--- config.mk ---
export PLATFORM = sky130hd
export DESIGN_NAME = bmfs_flags
export DESIGN_NICKNAME = d
export VERILOG_FILES = /design/src/logic/bmfs_pkg.sv /design/src/logic/bmfs_flags.sv /design/src/logic/bmfs_pend.sv
export VERILOG_INCLUDE_DIRS = /design/src /design/src/logic
export SDC_FILE = /design/constraint.sdc
export NUM_CORES = 1
export LEC_CHECK = 0
export BUFFER_PORTS_ARGS = -buffer_cell sky130_fd_sc_hd__buf_2
export CAP_MARGIN = 15
export CORE_ASPECT_RATIO = 0.6
export CORE_MARGIN = 2
export CORE_UTILIZATION = 55
export DETAILED_ROUTE_END_ITERATION = 12
export PLACE_DENSITY_LB_ADDON = 0.3
export SYNTH_ARGS = -nofsm -noshare
export SYNTH_HDL_FRONTEND = slang
export SYNTH_SLANG_ARGS = --single-unit
--- constraint.sdc ---
create_clock -name clk -period 3.1 [get_ports clk]
set_input_delay 0.465 -clock clk [delete_from_list [all_inputs] [get_ports clk]]
set_output_delay 0.465 -clock clk [all_outputs]
set_load 0.005 [all_outputs]
--- src/logic/bmfs_cfg.svh ---
`ifndef BMFS_CFG_SVH
`define BMFS_CFG_SVH
// register byte offsets
`define BMFS_OFF_STATUS 12'h000
`define BMFS_OFF_BFADDR 12'h004
`define BMFS_OFF_MEMFAULT_ADDRESS_REG 12'h008
`define BMFS_OFF_IRQ_STAT 12'h00c
`define BMFS_OFF_IRQ_EN 12'h010
`define BMFS_OFF_IRQ_CLR 12'h014
`define BMFS_OFF_PRIO 12'h018
// flag bit positions
`define BMFS_BIT_IMPRECISE_BUS_ERR_FLAG 10
`define BMFS_BIT_PRECISE 9
`define BMFS_BIT_FETCH 8
`define BMFS_BIT_MMAV 7
`define BMFS_BIT_STACK 4
// writable flag mask, reserved bits 6:5 excluded
`define BMFS_FLAG_MASK 11'h790
`define BMFS_FLAG_RST 11'h000
`define BMFS_ADDR_RST 32'h00000000
`define BMFS_PRIO_RST 8'h00
`endif

--- src/logic/bmfs_pkg.sv ---
package bmfs_pkg;
  typedef logic [10:0] bmfs_flags_t;
  typedef logic [7:0] bmfs_prio_t;
  // pending-fault tracker states
  typedef enum logic [1:0] {
    BMFS_IDLE = 2'b00,
    BMFS_PEND = 2'b01,
    BMFS_FIRE = 2'b10
  } bmfs_state_t;
endpackage

--- src/logic/bmfs_flags.sv ---
// Operation
// - imprecise or fetch error captures no address
// - imprecise fault pends until priority allows
// - precise and imprecise flags may coexist
// - precise error sets bit 9, captures address
// - fetch error flagged only when issued
// - bit 7 set by any data violation, even when a stacking violation blocks the memfault address capture
// - stacking violation sets bit 4, no address
// - flags reset zero, write one clears
// - bits 6:5 reserved, read zero
// - imprecise data error sets bit 10
//
// Implementation choices: the register offsets and the APB register port.
`timescale 1ns/1ps
`default_nettype none
`include "bmfs_cfg.svh"
module bmfs_flags (
  // clock and reset
  input wire logic clk,
  input wire logic nrst,
  // apb slave
  input wire logic psel,
  input wire logic penable,
  input wire logic pwrite,
  input wire logic [11:0] paddr,
  input wire logic [31:0] pwdata,
  output logic [31:0] prdata,
  output logic pready,
  output logic pslverr,
  // core fault events
  input wire logic impreciseErr,
  input wire logic preciseErr,
  input wire logic [31:0] preciseAddr,
  input wire logic fetchErr,
  input wire logic fetchIssue,
  input wire logic fetchDiscard,
  input wire logic mmDataViol,
  input wire logic [31:0] mmDataAddr,
  input wire logic stackViol,
  // priorities
  input wire bmfs_pkg::bmfs_prio_t curPrio,
  // fault activation and interrupt
  output logic busFaultActivate,
  output logic busFaultPending,
  output logic irq
);
  import bmfs_pkg::*;
  bmfs_flags_t flags_reg;
  bmfs_flags_t flags_next;
  logic [31:0] bfAddr_reg;
  logic [31:0] memfault_address_reg_reg;
  logic [4:0] irqStat_reg;
  logic [4:0] irqEn_reg;
  bmfs_prio_t prio_reg;
  logic fetchHeld_reg;
  logic actRaw;
  logic pendRaw;

  // bus decode
  wire logic wrEn = psel & penable & pwrite;
  wire logic rdEn = psel & penable & ~pwrite;
  wire logic hitStatus = (paddr == `BMFS_OFF_STATUS);
  wire logic hitBf = (paddr == `BMFS_OFF_BFADDR);
  wire logic hitMm = (paddr == `BMFS_OFF_MEMFAULT_ADDRESS_REG);
  wire logic hitIs = (paddr == `BMFS_OFF_IRQ_STAT);
  wire logic hitIe = (paddr == `BMFS_OFF_IRQ_EN);
  wire logic hitIc = (paddr == `BMFS_OFF_IRQ_CLR);
  wire logic hitPr = (paddr == `BMFS_OFF_PRIO);
  wire logic mapped = hitStatus | hitBf | hitMm | hitIs | hitIe | hitIc | hitPr;

  // write-one-to-clear mask; reserved bits never cleared or set
  wire bmfs_flags_t clrMask = (wrEn & hitStatus) ?
    (pwdata[10:0] & `BMFS_FLAG_MASK) : `BMFS_FLAG_RST;

  // fetch error held until the instruction is issued or dropped
  wire logic fetchHit = (fetchHeld_reg | fetchErr) & fetchIssue;

  // hardware set events
  wire bmfs_flags_t setMask = ({10'h000, impreciseErr} << `BMFS_BIT_IMPRECISE_BUS_ERR_FLAG)
    | ({10'h000, preciseErr} << `BMFS_BIT_PRECISE)
    | ({10'h000, fetchHit} << `BMFS_BIT_FETCH)
    | ({10'h000, mmDataViol} << `BMFS_BIT_MMAV)
    | ({10'h000, stackViol} << `BMFS_BIT_STACK);

  // set wins over clear; other flags untouched by new faults
  assign flags_next = ((flags_reg & ~clrMask) | setMask) & `BMFS_FLAG_MASK;

  // address capture: precise data error only, never imprecise/fetch
  wire logic capBf = preciseErr;
  // memfault address only for data violations, not stacking
  wire logic capMm = mmDataViol & ~stackViol;

  // interrupt event sources
  wire logic [4:0] evVec = {impreciseErr, preciseErr, fetchHit, mmDataViol, stackViol};
  wire logic [4:0] icMask = (wrEn & hitIc) ? pwdata[4:0] : 5'h00;

  // read mux
  wire logic [31:0] rdMux = hitStatus ? {21'h0, flags_reg}
    : hitBf ? bfAddr_reg
    : hitMm ? memfault_address_reg_reg
    : hitIs ? {27'h0, irqStat_reg}
    : hitIe ? {27'h0, irqEn_reg}
    : hitPr ? {24'h0, prio_reg}
    : 32'h00000000;
  // read data launched at the setup edge so it stands with pready
  wire logic rdSetup = psel & ~penable & ~pwrite;

  // imprecise fault pending tracker
  bmfs_pend uPend (
    .clk(clk),
    .nrst(nrst),
    .faultIn(impreciseErr),
    .curPrio(curPrio),
    .busPrio(prio_reg),
    .activate(actRaw),
    .pending(pendRaw)
  );

  // fault flags
  always_ff @(posedge clk or negedge nrst) begin
    if (!nrst) flags_reg <= `BMFS_FLAG_RST;
    else flags_reg <= flags_next;
  end

  // fetch error holding
  always_ff @(posedge clk or negedge nrst) begin
    if (!nrst) fetchHeld_reg <= 1'b0;
    else if (fetchIssue | fetchDiscard) fetchHeld_reg <= 1'b0;
    else if (fetchErr) fetchHeld_reg <= 1'b1;
  end

  // fault address capture
  always_ff @(posedge clk or negedge nrst) begin
    if (!nrst) begin
      bfAddr_reg <= `BMFS_ADDR_RST;
      memfault_address_reg_reg <= `BMFS_ADDR_RST;
    end else begin
      if (capBf) bfAddr_reg <= preciseAddr;
      if (capMm) memfault_address_reg_reg <= mmDataAddr;
    end
  end

  // interrupt status, enable, priority
  always_ff @(posedge clk or negedge nrst) begin
    if (!nrst) begin
      irqStat_reg <= 5'h00;
      irqEn_reg <= 5'h00;
      prio_reg <= `BMFS_PRIO_RST;
    end else begin
      irqStat_reg <= (irqStat_reg & ~icMask) | evVec;
      if (wrEn & hitIe) irqEn_reg <= pwdata[4:0];
      if (wrEn & hitPr) prio_reg <= pwdata[7:0];
    end
  end

  // registered outputs
  always_ff @(posedge clk or negedge nrst) begin
    if (!nrst) begin
      prdata <= 32'h00000000;
      pready <= 1'b0;
      pslverr <= 1'b0;
      irq <= 1'b0;
      busFaultActivate <= 1'b0;
      busFaultPending <= 1'b0;
    end else begin
      prdata <= rdSetup ? rdMux : 32'h00000000;
      pready <= psel & ~penable;
      pslverr <= psel & ~penable & ~mapped;
      irq <= |(((irqStat_reg & ~icMask) | evVec) & irqEn_reg);
      busFaultActivate <= actRaw;
      busFaultPending <= pendRaw;
    end
  end
endmodule
`default_nettype wire

--- src/logic/bmfs_pend.sv ---
`timescale 1ns/1ps
`default_nettype none
module bmfs_pend (
  // clock and reset
  input wire logic clk,
  input wire logic nrst,
  // imprecise fault and priorities
  input wire logic faultIn,
  input wire bmfs_pkg::bmfs_prio_t curPrio,
  input wire bmfs_pkg::bmfs_prio_t busPrio,
  // activation request
  output logic activate,
  output logic pending
);
  import bmfs_pkg::*;
  bmfs_state_t state_reg;
  bmfs_state_t state_next;
  // lower number means higher priority; blocked while core is more urgent
  wire logic blocked = (curPrio < busPrio);
  // hold fault pending until higher-priority handlers are done
  always_comb begin
    state_next = state_reg;
    case (state_reg)
      BMFS_IDLE: if (faultIn) state_next = blocked ? BMFS_PEND : BMFS_FIRE;
      BMFS_PEND: if (!blocked) state_next = BMFS_FIRE;
      BMFS_FIRE: state_next = BMFS_IDLE;
      default: state_next = BMFS_IDLE;
    endcase
  end
  // state register
  always_ff @(posedge clk or negedge nrst) begin
    if (!nrst) begin
      state_reg <= BMFS_IDLE;
      activate <= 1'b0;
      pending <= 1'b0;
    end else begin
      state_reg <= state_next;
      activate <= (state_next == BMFS_FIRE);
      pending <= (state_next == BMFS_PEND);
    end
  end
endmodule
`default_nettype wire

# == Word-level counts from Yosys, hierarchy flattened ==
# Cells that the tools add are included.
# totals
output_inout_bits,37
wordCells,79
register_bits,129
# op_classes
order_cmp,1
n_bitwise,34
eq_ne,9
n_mux,15
n_reduce_logical,4
# ops
cell,count
two-way mux 32 bit,4
== test 12 x 5 -> 1 bit (second input constant),3
== test 12 x 4 -> 1 bit (second input constant),2
two-way mux 8 bit,3
== test 12 x 3 -> 1 bit (second input constant),1
zero test 12 bit,1
AND 1 bit,11
AND 11 bit,1
two-way mux 11 bit,1
NOT 11 bit,1
OR 11 x 10 -> 11 bit,1
OR 11 bit,1
OR 11 x 5 -> 11 bit,1
OR 11 x 8 -> 11 bit,1
OR 11 x 9 -> 11 bit,1
AND 5 bit,2
< comparator 8 bit,1
OR 1 bit,8
two-way mux 2 bit,3
two-way mux 5 bit,1
NOT 5 bit,1
OR 5 bit,1
OR reduction 5 bit,1
== test 2 x 1 -> 1 bit (second input constant),2
other kinds (6),10

# == Logic depth before layout (Yosys ltp) ==
# Gate-level depths: netlist (run 1).
# logic_depth
word_depth,9
depth_mapped,7
depth_no_buf,7

# == By module ==
# A second synthesis (run 1) with hierarchy kept.
# unflattened
hier_cells,413
area_unflattened_um2,5511.5
# modules_own_cells
module,seq_area_each_um2,cells_per_inst,instances,area_per_inst_um2
bmfs_flags,3128.0,380,1,5192.5
bmfs_pend,100.1,33,1,319.1

# == Least setup slack after synthesis (run 1) ==
# No wires, ideal clock.
# synth_timing
kind,input port to flip-flop
startpoint,input port paddr[11]
endpoint,register prio_reg[0]
arrival_time_ns,2.012
n_path_buf,0
t_required_ns,2.975
setup_slack_ns,0.963
cell_stages,5
path_cell_list,or4_4 nor3_2 nand3_2 nor3_4 mux2_2
# synth_via
elab_chain_cells,2
# synth_lines
element,line_no,source
"start, declared",bmfs_flags.sv:25,"input wire logic [11:0] paddr,"
== test 12 x 5 -> 1 bit (no line),n/a,
AND 1 bit,bmfs_flags.sv:152,if (wrEn & hitPr) prio_reg <= pwdata[7:0];
"end signal, assigned",bmfs_flags.sv:148,prio_reg <= `BMFS_PRIO_RST;
"end signal, assigned",bmfs_flags.sv:152,
"end, declared",bmfs_flags.sv:54,bmfs_prio_t prio_reg;
# No other way between the ends.
# A chain may end at the register's enable or synchronous reset.

# == Worst setup path after layout (run 1) ==
# layout_timing
startpoint,input port paddr[11]
endpoint,register flags_reg[9]
# layout_via
elab_chain_cells,6
# layout_lines
element,line_no,source
zero test 12 bit (no line),n/a,
AND 1 bit,bmfs_flags.sv:72,wire bmfs_flags_t clrMask = (wrEn & hitStatus) ?
two-way mux 11 bit (no line),n/a,
NOT 11 bit,bmfs_flags.sv:86,assign flags_next = ((flags_reg & ~clrMask) | setMask) & `BMFS_FLAG_MASK;
AND 11 bit,bmfs_flags.sv:86,
OR 11 bit,bmfs_flags.sv:86,
named net flags_next[9],bmfs_flags.sv:49,bmfs_flags_t flags_next;
"end signal, assigned",bmfs_flags.sv:121,if (!nrst) flags_reg <= `BMFS_FLAG_RST;
"end signal, assigned",bmfs_flags.sv:122,else flags_reg <= flags_next;
"end, declared",bmfs_flags.sv:48,bmfs_flags_t flags_reg;
# The timed path passes the listed nets, and every way through them passes these cells.

==> results.txt, run 1 <==
The global-route wire length before repair is 20400 um. For this run, the slowest stage of the critical path takes 580 ps. The clock tree from TritonCTS is yes.

Of all flip-flops after synthesis, the portion carrying an async set or reset was 100.0%. For this design, the slowest cell found on the critical path is sky130_fd_sc_hd__or4_4. The global-route track usage on met3 is 8.052%.

The synthesis-to-layout area growth is 26.60%. The summed instance area of the synthesized netlist came out at 5419 sq um. The core outline area is around 9700 sq um. The number of detailed-routing iterations run before antenna repair is 5.

Traced cell by cell, the critical path runs through buf_2 > or4_4 > nor4_4 > and2b_1 > nand2_1 > a21o_1. The total DRC errors in the routed layout is 0. The tree is rooted in a sky130_fd_sc_hd__clkbuf_16. For this run, the leading register cell type out of synthesis is sky130_fd_sc_hd__dfrtp_1. The maximum VDD drop came out at 0.4274 mV. The global routing stage identified its most utilized layer as met2. The buffering stage count on the worst path with inverters included came out at 1. The port buffer count is 143. The final wirelength is 12850 um. The post-route clock period utilization came out at 66.46%. The leakage power summed over all cells is 3.237 nW.

The register area share after synthesis came out at a little under 60%. The HPWL after detailed placement came out at 8933 um. The mean post-synth cell area is 13.00 sq um.

The total overflow left after global routing is 0. The number of endpoints failing setup at the final stage is 0. The quantity of hold-fixing buffers added after cts is 0.

The count of routing violations after the opening detailed-route iteration is about 220. The final cell count without fillers came out at 713. In the global route stage, met2 resource usage came out at a little under two fifths. By startpoint and endpoint, the worst setup path is classified as input pin to register. Setup repair after global routing left no endpoint under its margin. The die is 80.89 um tall. No sink is reached through more buffers than the 2 on the longest clock path. The via total after detailed routing came out at just under 4000. The max-cap check violation count came out at 0. For this run, the top clock speed supported by timing is approximately 490 MHz. The total of cells resized after clock tree synthesis is 0. The cell family contributing the most delay on the critical path is simple AND/OR/NAND/NOR gates.

The H-tree depth is 4. In the final design database the tool counted 700 nets. The max-slew headroom at the worst pin came out at 39.65%. Summed over its instances, the top area cell type makes up 59.57% of the synthesized netlist area.

The die area came out at 10690 sq um. The clock drives 129 sinks. Of all nets on the critical path, the largest fanout is 8. The number of standard cells after synthesis is 417. The number of setup buffers added after CTS is 0.

The footprint of the flip-flops and latches is 3228 sq um. Global routing used 34.86% of the available met1 tracks. The post-route netlist has 46.89% of its cells at a drive strength greater than 1. The cell total after placement came out at 681. Clock-pin slew was measured on the worst setup and hold paths at 50 ps. The power density relative to cell area is ~600 nW/um^2. The effective utilization at floorplan came out at between 50% and 60%. The post-detailed-placement cell area is 6261 sq um. In this run the remaining antenna-violating nets after routing total 0.

The horizontal die dimension came out at 132.1 um. The post-route clock skew is 10.83 ps. The Yosys step of the flow raised 0 warnings.

The overall fraction of global-route tracks in use came out at 25.09%. In the post-synthesis netlist, the biggest area contributors are sky130_fd_sc_hd__dfrtp_1, sky130_fd_sc_hd__mux2_2, sky130_fd_sc_hd__a22oi_1. The count of boundary I/O pins is 165.

The floorplan row count came out at 28. The transition time at the pin with the least slew margin is 905.2 ps. Counting every net in the synthesized netlist gives 552. The worst path arrival time came out at 2350 ps. At the end of routability-driven placement, the weighted congestion stood at 0.8244.

The number of fill cells in the layout came out at 700. Entering global routing, the biggest net connects 57 pins. Adding up every negative setup slack in the final design gives 0 ps. The number of different library cells used by synthesis comes to 41. The area of the multi-input gates is just over 2000 sq um. The top cell type by total area after synthesis is sky130_fd_sc_hd__dfrtp_1. The latest clock arrival within the worst-skew pair is approximately 400 ps. The worst setup path is launched from an input pin. The path class of the tightest hold or removal check is input pin to asynchronous set/reset pin. The average wire per standard cell came out at about 18 um.

The minimum setup slack among reg-to-reg paths is between 1000 and 1500 ps. The worst setup path is captured at a register. After routing the design area is 6860 sq um.

The number of global-route vias before repair came out at between 3000 and 4000. The number of synthesized flops with an enable pin is 0. The number of clock buffers added by TritonCTS is 17.

The clock period minus worst slack came out at around 2100 ps. The total count of max-transition violations in the final report was 0. The post-detailed-route via-to-cell ratio is 5.527. The final hold violation count is 0. The number of register bits inferred by synthesis is 129. The run finished with clean final reports.

The number of antenna violations at the first check in global routing came out at 1. The data required time at the worst endpoint is 3390 ps. The count of inserted antenna diode cells is 0.
[power breakdown]
part | internal, W | switching [W]
clock network | 0.00125 | 0.000720
logic | 0.000165 | 0.000155
registers | 0.00180 | 0.0000557
[worst register-to-register path, delay by kind of cell (launching register included)]
family	cells	cell delay (ps)
fa+ha+maj	1	290
simple gates	2	300
buf+inv	1	60
compound gates	3	720
flops	1	380
[synthesized netlist by cell type (4+ instances only)]
cell type and count:
sky130_fd_sc_hd__a22oi_1 24, sky130_fd_sc_hd__a31oi_1 7, sky130_fd_sc_hd__nand2_1 13, sky130_fd_sc_hd__a21oi_1 7, sky130_fd_sc_hd__o21ai_0 12, sky130_fd_sc_hd__buf_4 7
sky130_fd_sc_hd__a21boi_0 5, sky130_fd_sc_hd__or2_2 4, sky130_fd_sc_hd__inv_1 14, sky130_fd_sc_hd__mux2i_1 5, sky130_fd_sc_hd__nor2_1 44, sky130_fd_sc_hd__ha_1 7
sky130_fd_sc_hd__mux2_2 73, sky130_fd_sc_hd__o21bai_1 4, sky130_fd_sc_hd__dfrtp_1 129, sky130_fd_sc_hd__a222oi_1 8, sky130_fd_sc_hd__nand3_1 4, sky130_fd_sc_hd__clkbuf_1 9
[path summary, 6_finish.rpt]
path | cells past startpoint | startpoint | end
setup / recovery | 6 | paddr[11] | flags_reg[9]
hold / removal | 1 | nrst | bfAddr_reg[17]
setup reg to reg | 7 | prio_reg[4] | uPend.state_reg[1]
hold reg to reg | 0 | uPend.pending | busFaultPending
max in group asynchronous | 2 | nrst | bfAddr_reg[3]
min in group clk | 2 | fetchDiscard | fetchHeld_reg
[cell families (layout without fill, tap and decap cells)]
| group | after synthesis | count (layout) | share of synthesized area, % |
|---|---|---|---|
| adder cells (fa/ha/maj) | 7 | 7 | 1.616 |
| multiplexers | 78 | 78 | 16.09 |
| AO/OA/AOI/OAI | 72 | 72 | 9.328 |
| buffers and inverters | 36 | 197 | 3.278 |
| AND/OR/NAND/NOR | 95 | 95 | 10.11 |
| flip-flops | 129 | 129 | 59.57 |
[cell usage in the layout (no fill, tap or decap), types with 3 or more instances in the layout]
master                       count
sky130_fd_sc_hd__clkbuf_8        3
sky130_fd_sc_hd__a21o_1          3
sky130_fd_sc_hd__clkinvlp_4      3
sky130_fd_sc_hd__or2_2           4
sky130_fd_sc_hd__nand4_1         3
sky130_fd_sc_hd__mux2_2         73
sky130_fd_sc_hd__a222oi_1        8
sky130_fd_sc_hd__a22oi_1        24
sky130_fd_sc_hd__nor4_4          3
sky130_fd_sc_hd__and3_1          3
sky130_fd_sc_hd__a21oi_1         7
sky130_fd_sc_hd__o21ai_0        12
sky130_fd_sc_hd__clkinv_4        3
sky130_fd_sc_hd__ha_1            7
sky130_fd_sc_hd__nand3_1         4
sky130_fd_sc_hd__buf_2         142
sky130_fd_sc_hd__a31oi_1         7
sky130_fd_sc_hd__clkinv_2        3
sky130_fd_sc_hd__inv_1          14
sky130_fd_sc_hd__nor3_1          3
sky130_fd_sc_hd__nand2_1        13
sky130_fd_sc_hd__a21boi_0        5
sky130_fd_sc_hd__clkbuf_16      17
sky130_fd_sc_hd__nor3_4          3
sky130_fd_sc_hd__nor2_1         44
sky130_fd_sc_hd__o21bai_1        4
sky130_fd_sc_hd__buf_4           8
sky130_fd_sc_hd__dfrtp_1       129
sky130_fd_sc_hd__mux2i_1         5
[metrics by stage]
| stage | hold WS (ps) | total power, W | utilization [%] | setup slack [ps] |
|---|---|---|---|---|
| after global routing | 180.0 | 0.004305 | 70.69 | 945.9 |
| after detailed placement | 338.7 | 0.002204 | 64.52 | 671.4 |
| after CTS | 151.6 | 0.004183 | 70.69 | 1095 |
| after global placement | 333.8 | 0.002180 | 64.52 | 688.7 |
| final | 125.5 | 0.004143 | 70.69 | 1040 |
| after floorplan | 169.4 | 0.002037 | - | 963.1 |
[layer usage]
metal	up-vias	wire, um	share of wire [%]
met5	-	7	0.054
met4	2	87	0.68
met3	10	974	7.6
met2	150	5813	45
met1	1985	5964	46
li1	1794	-	-
[layout make-up]
class                   instances  share of cell area (%)
inverters                      14                  0.7660
repair buffers                151                   11.53
well taps                     135                   2.462
clock buffers                  20                   6.803
clock inverters                12                   1.933
multi-input cells             252                   29.45
flip-flops and latches        129                   47.05
Note: power is estimated with default switching activity, not from simulation.
==> run 2: changes to the inputs <==
- CORE_UTILIZATION: 55 -> 51
- clock period: 3.1 -> 2.1 ns (I/O delays scaled with it)
==> run 2 against run 1 <==
Net effect:
- design area increased by 2.9%
- cell count grew 2.2%
- sequential share of layout area decreased by 1.3 points
- critical path depth rose by 1
- via count is 0.96% higher
- non-clock buffer count grew 12
- routed wire length increased by 3.7%
- critical endpoint is now uPend.state_reg[1]
==> results.txt, run 2 (same netlist as run 1, synthesis figures left out) <==
The critical path is of the register to register type. The area of the multi-input gates came out at 2021 sq um. The TritonCTS buffer count came out at 17. Counting cells, the worst reg-to-reg path comes to 7. The max-cap check violation count came out at 0. The worst path in the final design needs a cycle of 1860 ps, including I/O delays and setup. In this run the critical register-to-register path is launched from prio_reg[4]. For this run, the top clock speed supported by timing is roughly 540 MHz. The most common library cell in the layout ignoring fill and taps is sky130_fd_sc_hd__buf_2. The power density relative to cell area is around 900 nW/um^2. The total count of max-transition violations in the final report is 0.

The post-route clock period utilization came out at between 80 and 90%. Global routing used 24.73% of the available tracks across all layers. The worst-case hold path end point is fetchHeld_reg. The floorplan has 29 rows.

Buffers placed on the I/O ports in this run total around 140. The placer congestion estimate is 0.8452. The horizontal die dimension is 137.1 um. Setup violations remaining at the end of the flow were counted as 0. Detailed placement finished with a half-perimeter wire length of 9118 um. Setup repair after global routing left no endpoint under its margin. The number of cells traversed by the worst hold path came out at 2.

The cell area after layout is 7061 sq um. The final wirelength came out at around 13000 um. The fraction of final layout cells sized beyond drive strength 1 came out at a little under half. The number of antenna violations at the first check in global routing came to 0. The overall power of the completed layout is 0.006455 W.

On the final layout, the worst clock skew is 6.322 ps. The post-detailed-placement cell area is about 6400 sq um. The die area came out at ~11000 sq um. TritonCTS built the clock tree. The number of global-route vias before repair is 4229. The worst register-to-register path ends at uPend.state_reg[1]. The critical hold path startpoint is fetchDiscard. The final hold violation count was 0. The post-detailed-route count of antenna-violating nets is 0. The maximum VDD drop is 0.6727 mV. The footprint of the flip-flops and latches came out at 3228 sq um. The maximum buffer depth of the clock tree is 2. The post-detailed-route via-to-cell ratio came out at 5.458.

Post-CTS repair changed the size of 0 cells. The effective utilization at floorplan came out at 51.86%. The overall die height came out at 83.85 um. The type of element launching the critical path is a register. The core outline area is 10450 sq um. The number of antenna diodes in the final layout is 0. The leakage power summed over all cells came out at 3.335 nW. The top fanout value on the critical path is 4. The number of nets at the end of the flow came out at 712. The min-delay analysis places its worst path in the category input pin to register. The synthesis-to-layout area growth came out at 30.29%.

The flow ran to the end, and the final reports show no timing, DRC or antenna violations. The post-CTS clock slew at the launch and capture registers of the worst setup and hold paths came out at ~60 ps. Counting every sink on the clock net gives 129. STA puts the critical path data arrival time at between 2000 and 2500 ps. For flop-to-flop paths, the worst setup slack is 240 ps. The largest net degree at the start of global routing came out at 114.

The max-slew headroom at the worst pin came out at 60.74%. The layout has 824 filler cells. Data on the critical path is required at its endpoint by 2390 ps. The global-route wire length before repair is 21400 um. STA classifies the critical path endpoint as a register.

For this run, design rule violations remaining after detail routing come to 0. The transition time at the pin with the least slew margin is roughly 600 ps. The count of boundary I/O pins is between 150 and 200. The first TritonRoute pass finished after 5 iterations. The first routing iteration left 241 violations. The via total after detailed routing came out at ~4000. The H-tree depth is 4. The remaining global-route overflow is 0.

The latest clock arrival within the worst-skew pair came out at 400 ps. The average wire per standard cell came out at 18.28 um. Cells fill 67.56% of the core in the end. The library cell used as clock root buffer is sky130_fd_sc_hd__clkbuf_16. The top cell types in the final layout, fill and taps aside, are sky130_fd_sc_hd__buf_2, sky130_fd_sc_hd__dfrtp_1, sky130_fd_sc_hd__mux2_2.
run 2: changes by cell type in the layout (fill, tap and decap cells not counted):
cell,before,now
sky130_fd_sc_hd__dlygate4sd3_1,0,1
sky130_fd_sc_hd__clkbuf_1,0,1
sky130_fd_sc_hd__clkinv_4,3,2
sky130_fd_sc_hd__clkinv_2,3,2
sky130_fd_sc_hd__bufinv_16,2,5
sky130_fd_sc_hd__buf_12,1,5
sky130_fd_sc_hd__buf_4,8,15
sky130_fd_sc_hd__clkbuf_8,3,1
run 2: per-stage QoR:
stage	TNS [ps]	setup WS [ps]	hold slack [ps]	std cells
2_1_floorplan	0	113.1	19.41	417
3_3_place_gp	-230.5	-30.62	192.0	696
3_5_place_dp	-662.2	-64.91	193.7	696
4_1_cts	0	198.5	46.68	729
5_1_grt	0	59.09	54.99	729
6_report	0	240.0	57.21	729
run 2: layout make-up:
type                       instances  area share (%)
clock buffer                      19           6.273
clock inverter                    13           2.959
inverter                          14          0.7443
multi-input combinational        252           28.62
sequential                       129           45.72
tap                              139           2.463
timing repair buffer             163           13.22
run 2: worst max-delay path: stages (launching register included):
cell and delay (ps):
sky130_fd_sc_hd__dfrtp_1 360, sky130_fd_sc_hd__inv_1 50, sky130_fd_sc_hd__ha_1 280, sky130_fd_sc_hd__a21oi_1 140
sky130_fd_sc_hd__nor2_1 50, sky130_fd_sc_hd__a2111oi_0 360, sky130_fd_sc_hd__o21ai_0 260, sky130_fd_sc_hd__and3_1 250
run 2: worst max-delay path by stage:
stage | from | to | slack, ps | depth (start not counted)
finish | prio_reg[4] | uPend.state_reg[1] | 240 | 7
global route | prio_reg[4] | uPend.state_reg[1] | 60 | 7
CTS | prio_reg[4] | uPend.state_reg[1] | 200 | 7
detailed placement | paddr[9] | prdata[1] | -60 | 8
global placement | paddr[9] | prdata[2] | -30 | 8
floorplan | paddr[11] | prio_reg[0] | 110 | 5
run 2: layer usage:
| metal | up-vias | share of wire (%) | global-route usage [%] |
|---|---|---|---|
| met5 | - | 0 | 0 |
| met4 | 0 | 0.70 | 5.998 |
| met3 | 9 | 6.4 | 6.254 |
| met2 | 134 | 48 | 40.07 |
| met1 | 2015 | 45 | 33.65 |
| li1 | 1821 | - | - |
run 2: timing repair:
action                     CTS  global route
hold endpoints to repair    16             0
setup endpoints to repair    0             0
hold buffers                 1             0
setup buffers                0             0
run 2: report_power, final:
| group | switching (W) | internal, W |
|---|---|---|
| logic | 0.000232 | 0.000255 |
| clock network | 0.00109 | 0.00214 |
| registers | 0.0000842 | 0.00265 |
